### src/rtl/lcfc_pkg.sv
/*
 Constants and carrier types of the credit flow control block.
 Assumes a 40 MHz core clock.
*/
package lcfc_pkg;
   localparam int HDR_W      = 8;
   localparam int DAT_W      = 12;
   localparam int CNT_W      = 12;
   localparam int NUM_TYPES  = 6;
   // Credit type indices: headers even, data odd
   localparam int T_PH       = 0;
   localparam int T_PD       = 1;
   localparam int T_NPH      = 2;
   localparam int T_NPD      = 3;
   localparam int T_COMPLETION_HEADER_CREDIT     = 4;
   localparam int T_COMPLETION_DATA_CREDIT     = 5;
   localparam logic [CNT_W-1:0] CNT_RST = 12'h000;
   localparam logic [CNT_W-1:0] ATOMIC_NPD_MIN = 12'h002;
   // Timing figures in ns and cycles at 40 MHz
   localparam int CLK_NS         = 25;
   localparam int UPD_SHORT_NS   = 30000;
   localparam int UPD_LONG_NS    = 120000;
   localparam int LOSS_NS        = 200000;
   localparam int UPD_SHORT_CYC  = (UPD_SHORT_NS + CLK_NS - 1) / CLK_NS;
   localparam int UPD_LONG_CYC   = (UPD_LONG_NS + CLK_NS - 1) / CLK_NS;
   localparam int LOSS_CYC       = (LOSS_NS + CLK_NS - 1) / CLK_NS;
   localparam int TMR_W          = 14;

   // Credit amounts for all six types of one packet or update
   typedef struct packed {
      logic [NUM_TYPES-1:0][CNT_W-1:0] amt;
   } lcfc_credits_t;

   // Transmit request from the transaction layer
   typedef struct packed {
      logic          valid;
      logic [2:0]    vc;
      logic          nullified;
      lcfc_credits_t need;
   } lcfc_tx_req_t;

   // Received credit init or update for one channel
   typedef struct packed {
      logic          valid;
      logic          init;
      logic [2:0]    vc;
      lcfc_credits_t value;
   } lcfc_upd_t;

   // Received transaction packet accounting event
   typedef struct packed {
      logic          valid;
      logic [2:0]    vc;
      logic          link_ok;
      logic          well_formed;
      logic          nullified;
      lcfc_credits_t used;
   } lcfc_rx_pkt_t;

   // Buffer space freed by the receive transaction layer
   typedef struct packed {
      logic          valid;
      logic [2:0]    vc;
      lcfc_credits_t freed;
   } lcfc_free_t;
endpackage

### src/rtl/lcfc_type_slice.sv
/*
 Counters and gate test for one credit type of one channel.
 Assumes all inputs are synchronous to clk.
*/
`timescale 1ns/1ps
`default_nettype none
module lcfc_type_slice #(
   parameter int W = 8
) (
   input  wire logic                    clk,
   input  wire logic                    arst_n,
   input  wire logic                    chan_init,
   input  wire logic [W-1:0]            adv_init,
   input  wire logic [W-1:0]            grant_init,
   input  wire logic                    upd_valid,
   input  wire logic [W-1:0]            upd_value,
   input  wire logic [W-1:0]            need,
   input  wire logic                    consume,
   input  wire logic                    rx_valid,
   input  wire logic [W-1:0]            rx_used,
   input  wire logic                    free_valid,
   input  wire logic [W-1:0]            freed,
   output logic                         gate_ok,
   output logic                         overflow,
   output logic                         infinite,
   output logic [W-1:0]                 granted,
   output logic [W-1:0]                 avail
);
   typedef struct packed {
      logic [W-1:0] limit;
      logic [W-1:0] consumed;
      logic [W-1:0] granted;
      logic [W-1:0] used;
      logic         inf;
   } lcfc_slice_st_t;

   lcfc_slice_st_t st_reg;
   lcfc_slice_st_t st_next;
   logic [W-1:0]   required;
   logic [W-1:0]   slack;
   logic [W-1:0]   rx_after;
   localparam logic [W-1:0] HALF = W'(1) << (W - 1);

   // Gate and overflow tests, wrapped at the field size
   always_comb begin
      required = st_reg.consumed + need;
      slack    = st_reg.limit - required;
      gate_ok  = st_reg.inf || (slack <= HALF);
      rx_after = st_reg.used + rx_used;
      // Overflow judged against the count this packet would reach
      overflow = ((st_reg.granted - rx_after) >= HALF)
                 && !(rx_after == st_reg.granted);
      infinite = st_reg.inf;
      granted  = st_reg.granted;
      avail    = st_reg.granted - st_reg.used;
   end

   // Counter updates
   always_comb begin
      st_next = st_reg;
      if (chan_init) begin
         st_next.limit    = adv_init;
         st_next.inf      = (adv_init == '0);
         st_next.consumed = '0;
         st_next.granted  = grant_init;
         st_next.used     = '0;
      end else begin
         if (upd_valid && !st_reg.inf && upd_value != st_reg.limit)
            st_next.limit = upd_value;
         if (consume)
            st_next.consumed = required;
         if (free_valid)
            st_next.granted = st_reg.granted + freed;
         if (rx_valid && !overflow)
            st_next.used = rx_after;
      end
   end

   always_ff @(posedge clk or negedge arst_n) begin
      if (!arst_n)
         st_reg <= '0;
      else
         st_reg <= st_next;
   end
endmodule
`default_nettype wire

### src/rtl/lcfc_top.sv
/*
 Credit flow control for one link port: per virtual channel transmit
 gating and receive accounting, update scheduling and the update loss
 timer. Assumes the transaction and link layers share clk, hold a
 transmit request until granted, and present one event per cycle.
*/
// Summary of operation
// - Limit counters: 8-bit headers, 12-bit data
// - Limit loaded at init, replaced by differing updates
// - Hold packets lacking advertised credit
// - Channels independent; no cross-channel blocking
// - Required total is consumed plus need
// - Send when limit minus required within half
// - Infinite advertised types always pass gate
// - All credit types of a packet pass together
// - Stalled packets let other types bypass
// - Credit return never implies completion
// - Nullified transmit leaves consumed unchanged
// - Granted counter starts at buffer size, advances
// - Used counter counts only valid received packets
// - Nullified receive leaves used unchanged
// - Overflow: discard, keep used of overflowing types, free, report
// - Keep operating after overflow error
// - Update after freeing from zero availability
// - Data below max payload: update each free
// - Payload setting chosen by configuration input
// - Extra updates are allowed
// - Periodic updates every 30 or 120 us
// - Update loss timer requests retraining at 200 us
// - Consumed clears at init, advances on send
// - All-zero advertisement means infinite credit
`timescale 1ns/1ps
`default_nettype none
module lcfc_top #(
   parameter int NUM_VC     = 2,
   parameter int UPD_SHORT  = lcfc_pkg::UPD_SHORT_CYC,
   parameter int UPD_LONG   = lcfc_pkg::UPD_LONG_CYC,
   parameter int LOSS_LIMIT = lcfc_pkg::LOSS_CYC
) (
   input  wire logic                    clk,
   input  wire logic                    arst_n,
   input  wire logic [NUM_VC-1:0]       chan_init,
   input  wire lcfc_pkg::lcfc_credits_t adv_init,
   input  wire lcfc_pkg::lcfc_credits_t grant_init,
   input  wire lcfc_pkg::lcfc_upd_t     upd_in,
   input  wire lcfc_pkg::lcfc_tx_req_t  tx_req,
   output logic                         tx_grant,
   output logic [NUM_VC-1:0]            vc_blocked,
   input  wire lcfc_pkg::lcfc_rx_pkt_t  rx_pkt,
   output logic                         rx_accept,
   output logic                         rx_discard,
   output logic                         overflow_err,
   input  wire lcfc_pkg::lcfc_free_t    free_in,
   input  wire logic [11:0]             max_payload_credit,
   input  wire logic                    atomic_support,
   input  wire logic                    link_active,
   input  wire logic                    long_sync,
   input  wire logic                    any_llp_rx,
   input  wire logic                    loss_any_llp,
   output logic [NUM_VC-1:0]            update_req,
   input  wire logic                    update_ack,
   output lcfc_pkg::lcfc_credits_t      update_value,
   output logic [2:0]                   update_vc,
   output logic                         retrain_req
);
   localparam int NT = lcfc_pkg::NUM_TYPES;
   localparam int CW = lcfc_pkg::CNT_W;
   localparam int TW = lcfc_pkg::TMR_W;

   // Whole module state in one record
   typedef struct packed {
      logic [NUM_VC-1:0]  pend;
      logic [TW-1:0]      per_cnt;
      logic [TW-1:0]      loss_cnt;
      logic               retrain;
      logic               ovf;
      logic [2:0]         sel_vc;
      lcfc_pkg::lcfc_credits_t sel_val;
   } lcfc_top_st_t;

   lcfc_top_st_t st_reg;
   lcfc_top_st_t st_next;

   // Per slice wiring, flattened over channel and type
   logic [NUM_VC-1:0][NT-1:0]          gate_ok;
   logic [NUM_VC-1:0][NT-1:0]          ovf_t;
   logic [NUM_VC-1:0][NT-1:0]          inf_t;
   logic [NUM_VC-1:0][NT-1:0][CW-1:0]  granted_t;
   logic [NUM_VC-1:0][NT-1:0][CW-1:0]  avail_t;
   logic [NUM_VC-1:0]                  vc_gate;
   logic [NUM_VC-1:0]                  vc_ovf;
   logic [NUM_VC-1:0]                  vc_event;
   logic [NUM_VC-1:0]                  vc_finite;
   logic                               all_inf;
   logic                               rx_ok;
   logic [TW-1:0]                      per_limit;
   logic [TW-1:0]                      loss_limit;

   // Channel number decodes, one hot
   logic [NUM_VC-1:0] tx_sel;
   logic [NUM_VC-1:0] upd_sel;
   logic [NUM_VC-1:0] rx_sel;
   logic [NUM_VC-1:0] free_sel;

   always_comb begin
      for (int v = 0; v < NUM_VC; v++) begin
         tx_sel[v]   = tx_req.valid  && (tx_req.vc  == 3'(v));
         upd_sel[v]  = upd_in.valid  && !upd_in.init
                       && (upd_in.vc == 3'(v));
         rx_sel[v]   = rx_pkt.valid  && (rx_pkt.vc  == 3'(v));
         free_sel[v] = free_in.valid && (free_in.vc == 3'(v));
      end
   end

   // Receive validity: integrity, form, and not nullified
   assign rx_ok = rx_pkt.link_ok && rx_pkt.well_formed
                  && !rx_pkt.nullified;

   // One slice per channel and credit type, none shared
   for (genvar v = 0; v < NUM_VC; v++) begin : g_vc
      for (genvar t = 0; t < NT; t++) begin : g_ty
         localparam int W = (t % 2 == 0) ? lcfc_pkg::HDR_W
                                          : lcfc_pkg::DAT_W;
         logic [W-1:0] gr;
         logic [W-1:0] av;
         lcfc_type_slice #(
            .W (W)
         ) u_slice (
            .clk        (clk),
            .arst_n     (arst_n),
            .chan_init  (chan_init[v]),
            .adv_init   (adv_init.amt[t][W-1:0]),
            .grant_init (grant_init.amt[t][W-1:0]),
            .upd_valid  (upd_sel[v]),
            .upd_value  (upd_in.value.amt[t][W-1:0]),
            .need       (tx_req.need.amt[t][W-1:0]),
            // Nullified sends pass the gate but cost nothing
            .consume    (tx_grant && tx_sel[v]
                         && !tx_req.nullified),
            .rx_valid   (rx_sel[v] && rx_ok),
            .rx_used    (rx_pkt.used.amt[t][W-1:0]),
            .free_valid (free_sel[v]),
            .freed      (free_in.freed.amt[t][W-1:0]),
            .gate_ok    (gate_ok[v][t]),
            .overflow   (ovf_t[v][t]),
            .infinite   (inf_t[v][t]),
            .granted    (gr),
            .avail      (av)
         );
         assign granted_t[v][t] = CW'(gr);
         assign avail_t[v][t]   = CW'(av);
      end
   end

   // Channel level gate, overflow and update triggers
   always_comb begin
      all_inf = 1'b1;
      for (int v = 0; v < NUM_VC; v++) begin
         vc_gate[v]   = &gate_ok[v];
         vc_ovf[v]    = |ovf_t[v];
         vc_finite[v] = ~&inf_t[v];
         all_inf      = all_inf && !vc_finite[v];
         vc_event[v]  = 1'b0;
         if (free_sel[v]) begin
            for (int t = 0; t < NT; t++) begin
               if (!inf_t[v][t] && free_in.freed.amt[t] != '0) begin
                  // Headers and nonposted data: refill after empty
                  if (t % 2 == 0 || t == lcfc_pkg::T_NPD) begin
                     if (avail_t[v][t] == '0)
                        vc_event[v] = 1'b1;
                     if (t == lcfc_pkg::T_NPD && atomic_support
                         && avail_t[v][t] < lcfc_pkg::ATOMIC_NPD_MIN)
                        vc_event[v] = 1'b1;
                  end else if (avail_t[v][t] < max_payload_credit) begin
                     vc_event[v] = 1'b1;
                  end
               end
            end
         end
      end
   end

   // Gate only looks at the requested channel; others flow freely
   assign tx_grant   = tx_req.valid && |(tx_sel & vc_gate);
   assign vc_blocked = tx_sel & ~vc_gate;

   // Receive verdict: overflow discards; only overflowing types skip counting
   assign rx_discard = rx_pkt.valid && rx_ok
                       && |(rx_sel & vc_ovf);
   assign rx_accept  = rx_pkt.valid && rx_ok && !rx_discard;

   assign per_limit  = long_sync ? TW'(UPD_LONG) : TW'(UPD_SHORT);
   assign loss_limit = TW'(LOSS_LIMIT);

   // Scheduling, periodic timer, loss timer and error flag
   always_comb begin
      st_next = st_reg;
      st_next.ovf = st_reg.ovf || rx_discard;
      // Completed update clears, a same-cycle event re-arms it
      if (update_ack)
         st_next.pend = st_reg.pend & ~(NUM_VC'(1) << st_reg.sel_vc);
      st_next.pend = st_next.pend | vc_event;
      // Periodic refresh counts cycles since the last sweep
      if (link_active) begin
         if (st_reg.per_cnt >= per_limit - TW'(1)) begin
            st_next.per_cnt = '0;
            st_next.pend = st_next.pend | vc_finite;
         end else begin
            st_next.per_cnt = st_reg.per_cnt + TW'(1);
         end
      end else begin
         st_next.per_cnt = '0;
      end
      // Loss timer, restarted by update traffic
      if (!link_active || all_inf || (upd_in.valid)
          || (loss_any_llp && any_llp_rx)) begin
         st_next.loss_cnt = '0;
         st_next.retrain  = 1'b0;
      end else if (st_reg.loss_cnt >= loss_limit - TW'(1)) begin
         st_next.loss_cnt = '0;
         st_next.retrain  = 1'b1;
      end else begin
         st_next.loss_cnt = st_reg.loss_cnt + TW'(1);
         st_next.retrain  = 1'b0;
      end
      // Latch the lowest pending channel and its granted values
      for (int v = NUM_VC - 1; v >= 0; v--) begin
         if (st_next.pend[v]) begin
            st_next.sel_vc = 3'(v);
            for (int t = 0; t < NT; t++)
               st_next.sel_val.amt[t] = inf_t[v][t] ? '0
                                        : granted_t[v][t];
         end
      end
   end

   always_ff @(posedge clk or negedge arst_n) begin
      if (!arst_n)
         st_reg <= '0;
      else
         st_reg <= st_next;
   end

   // Request stays high until acknowledged
   always_comb begin
      update_req = '0;
      if (st_reg.pend != '0)
         update_req = NUM_VC'(1) << st_reg.sel_vc;
   end
   assign update_value = st_reg.sel_val;
   assign update_vc    = st_reg.sel_vc;
   assign retrain_req  = st_reg.retrain;
   assign overflow_err = st_reg.ovf;
   // Credit return says nothing about completion; no such output
endmodule
`default_nettype wire

### config.mk
export PLATFORM = sky130hd
export DESIGN_NAME = lcfc_top
export DESIGN_NICKNAME = d
export VERILOG_FILES = /design/src/rtl/lcfc_pkg.sv /design/src/rtl/lcfc_type_slice.sv /design/src/rtl/lcfc_top.sv
export SDC_FILE = /design/constraint.sdc
export NUM_CORES = 2
export LEC_CHECK = 0
export BUFFER_PORTS_ARGS = -buffer_cell sky130_fd_sc_hd__buf_2
export CORE_MARGIN = 10
export CORE_UTILIZATION = 60
export CTS_CLUSTER_DIAMETER = 50
export DETAILED_ROUTE_END_ITERATION = 10
export PLACE_DENSITY = 0.81
export SLEW_MARGIN = 10
export SYNTH_ARGS = -nofsm -noshare
export SYNTH_HDL_FRONTEND = slang
export SYNTH_HIERARCHICAL = 1
export SYNTH_SLANG_ARGS = --single-unit
### constraint.sdc
create_clock -name clk -period 15.35 [get_ports clk]
set_input_delay 2.3025 -clock clk [delete_from_list [all_inputs] [get_ports clk]]
set_output_delay 2.3025 -clock clk [all_outputs]
set_load 0.01 [all_outputs]
==> impl_results.md <==
- TritonCTS clock tree: yes
- Fmax: 0.0987 GHz
- Worst-case register-to-register setup slack: ~8200 ps
- Top layer used by detailed routing: met5
- Worst setup path class: primary input to output pin
- Detailed router's first-iteration violation count: between 4000 and 5000
- DR WL/cell: between 20 and 25 um
- Number of sinks handled by clock tree synthesis: roughly 600
- Post-CTS Resized: 0
- Multiplexer share of the synthesized area: 5.40%
- Sum of overflow across all layers after global routing: 0
- Total number of vias: approximately 53000
- Main combinational cell family by area after synthesis: compound AO/OA/AOI/OAI gates
- Number of pins with negative max-slew slack in the final report: 0
- Top FF cell, synth: sky130_fd_sc_hd__dfrtp_1
- Setup Fix Bufs, Post-CTS: 0
- Min-delay worst type: flip-flop to flip-flop
- Seq/Total Area, Yosys: roughly a quarter
- Worst path required time: between 10000 and 15000 ps
- DRC violation count after routing: 0
- Met3 routed wirelength: 17500 um
- Aggregate negative setup slack: 0 ps
- Average footprint of a synthesized cell: between 8 and 9 um2
- Level count of the clock H-tree: 3
- Total leakage power: 29.3 nW
- Core area: a little under 100000 um2
- Hold-fix buffer count after cts: 0
- Drt via density: 6.30
- Most frequent standard cell in the layout excluding fill and tap cells: sky130_fd_sc_hd__ha_1
- Placer Congestion: just under 1
- 1st-pass router iterations: 6
- Summed instance area of the synthesized netlist: 58500 um2
- Number of antenna violations at the first check in global routing: 41
- Source-to-sink clock delay at the later pin of the worst-skew pair: between 600 and 700 ps
- CTS clock-pin slew for the worst setup and hold paths: around 60 ps
- Number of unique standard cell types used by synthesis: 108
- Share of synthesized flip-flops with an asynchronous set or reset: 100%
- Share of final-layout standard cells stronger than drive strength 1: between 10% and 20%
- Cell taking the most area after synthesis: sky130_fd_sc_hd__dfrtp_1
- Clk root buf: sky130_fd_sc_hd__clkbuf_16
- Cell breakdown of the critical path: buf_2 -> ha_1 -> fa_1 -> a21o_1 -> a21oi_1 -> o21bai_1 -> a21oi_1 -> o31ai_1 -> a21oi_1 -> nor2_1 -> or2_2 -> ha_1 -> nand4_1 -> o211ai_1 -> a211o_1 -> nand2_1 -> or4_1 -> nor4_1 -> a31oi_1 -> a31oi_1 -> buf_2
- Die Y: approximately 330 um
- Count of flip-flops with a built-in enable after synthesis: 0
- Cell occurring most often along the worst timing path: sky130_fd_sc_hd__a21oi_1
- Row Count: roughly 110
- Maxcap violations: 0
- Count of state elements after synthesis: 585
- Starting utilization of the core area: 60.5%
- Run status: complete, no violations
- Cell Pwr Density: around 100 nW/um2
- Area share of and/or/nand/nor cells after synthesis: between 10% and 20%
- Yosys warning count: 6
- Synth area leaders: sky130_fd_sc_hd__dfrtp_1, sky130_fd_sc_hd__ha_1, sky130_fd_sc_hd__mux2i_1
- Post-Syn Instances: ~6700
- Bufs on Longest Clock Path: 3
- Highest-delay cell along the critical path: sky130_fd_sc_hd__or4_1
- Via count of the first global-routing pass: 51700
- Xor and xnor fraction of the mapped netlist area: under 10%
- Area enclosed by the die boundary: ~110000 um2
- Setup crit end kind: output pin
- Setup repair after global routing missed its margin: false
- Final setup viols: 0
- Number of buffers inserted during clock tree synthesis: between 90 and 100
- Net count, final: 8200
- Arrival time reported for the critical path endpoint: roughly 7800 ps
- Global-route wire length before repair: roughly 280000 um
- Compound-gate portion of the synthesized area: slightly below 20%
- Final Skew: approximately 25 ps
- Final worst path period share: between 60% and 70%
- Share of the synthesized area in the top cell type: between 20% and 30%
- Total wire length: between 150000 and 200000 um
- Die boundary width: ~330 um
- Final hold violations: 0
- Worst Path Max Fanout: 13
- WL met1: approximately 75000 um
- I/O Buffers: roughly 480
- Most used cells in the layout excluding fill and tap cells: sky130_fd_sc_hd__ha_1, sky130_fd_sc_hd__dfrtp_1, sky130_fd_sc_hd__buf_2
- Final worst path period need: 10130 ps
- Transition time at the pin with the least slew margin: roughly 1200 ps
- Signed area change from the synthesized netlist to the final layout: 9.20%
- Ports: between 500 and 600
- Largest net degree at the start of global routing: 187
- Area share of fa/ha/maj cells after synthesis: 17.0%
- Setup slack after layout: between 5000 and 6000 ps
- CP Launch Type: primary input
- Max FFs per register: 360
- Global routing usage summed across all routing layers: between 30% and 40%
- Routed met2 length: slightly above 80000 um
- Worst max-slew margin expressed relative to the limit: 20.5%
- Number of antenna-violating nets in the routed design: 0
- Max stage delay on crit path: 660 ps
- Maximum vdd ir drop: between 90 and 100 uV
- Setup slack after placement: between 5000 and 6000 ps
- HPWL after DPL: 141000 um
synthesized netlist by cell type, types with 112 or more instances:
master,number
sky130_fd_sc_hd__ha_1,698
sky130_fd_sc_hd__buf_4,202
sky130_fd_sc_hd__nand3_1,142
sky130_fd_sc_hd__nor2_1,370
sky130_fd_sc_hd__xnor2_1,287
sky130_fd_sc_hd__a21oi_1,399
sky130_fd_sc_hd__mux2i_1,280
sky130_fd_sc_hd__dfrtp_1,585
sky130_fd_sc_hd__nand2b_1,200
sky130_fd_sc_hd__clkbuf_1,136
sky130_fd_sc_hd__nor3_1,135
sky130_fd_sc_hd__o21ai_0,479
sky130_fd_sc_hd__nor2b_1,149
sky130_fd_sc_hd__a21o_1,112
sky130_fd_sc_hd__xor2_1,291
sky130_fd_sc_hd__nand2_1,435
sky130_fd_sc_hd__inv_1,463
power by group:
group          switching [mW]  total [mW]  internal (mW)
clock network           0.880        2.26           1.38
logic                    1.27        2.20          0.938
registers               0.179        1.88           1.70
worst paths after layout:
| check | start | endpoint | depth (start not counted) |
|---|---|---|---|
| worst max-delay path | rx_pkt[12] | rx_accept | 21 |
| worst min-delay path | overflow_err$_DFF_PN0_ | overflow_err$_DFF_PN0_ | 1 |
| worst max register to register | g_vc[0].g_ty[5].u_slice/st_reg[26]$_DFFE_PN0P_ | g_vc[0].g_ty[1].u_slice/st_reg[35]$_DFFE_PN0P_ | 25 |
| worst min register to register | overflow_err$_DFF_PN0_ | overflow_err$_DFF_PN0_ | 1 |
| max in group asynchronous | arst_n | g_vc[1].g_ty[4].u_slice/st_reg[17]$_DFFE_PN0P_ | 4 |
| min in group asynchronous | arst_n | g_vc[0].g_ty[5].u_slice/st_reg[34]$_DFFE_PN0P_ | 1 |
final cells by class:
class	count	area, um2
inverters	470	1760
diodes	27	67.6
fillers	7849	32800
multi-input cells	5289	39800
repair buffers	525	2770
clock buffers	116	2640
clock inverters	61	656
well taps	1276	1600
flip-flops and latches	585	14600
worst max-delay path: cells and delay by family:
family / cells / cell delay (ps)
AOI/OAI and AO/OA: 10 / 2600
buffers and inverters: 2 / 290
adders and majority gates: 3 / 950
and+or+nand+nor: 6 / 1690
metrics by stage:
stage,util [%],cell area (um2),total power [mW],cells,hold slack (ps)
floorplan,-,58600,3.50,6753,425
global route,66.1,63900,6.66,8347,488
finish,66.1,63900,6.34,8349,468
global placement,62.6,60600,3.98,8145,449
CTS,66.0,63900,6.33,8322,469
detailed placement,62.6,60600,4.05,8145,453
metal layers:
layer / track usage (%) / vias up
met5: 0 / -
met4: 15.1 / 16
met3: 6.97 / 453
met2: 50.2 / 2364
met1: 41.0 / 25200
li1: - / 24600
cell families after synthesis:
family / count (synthesis)
DFF: 585
other: 1
and+or+nand+nor: 1901
xor gates and xnor gates: 584
muxes: 309
adders and majority gates: 758
buffers and inverters: 879
AOI/OAI and AO/OA: 1722
(Power assumes the default switching activity.)
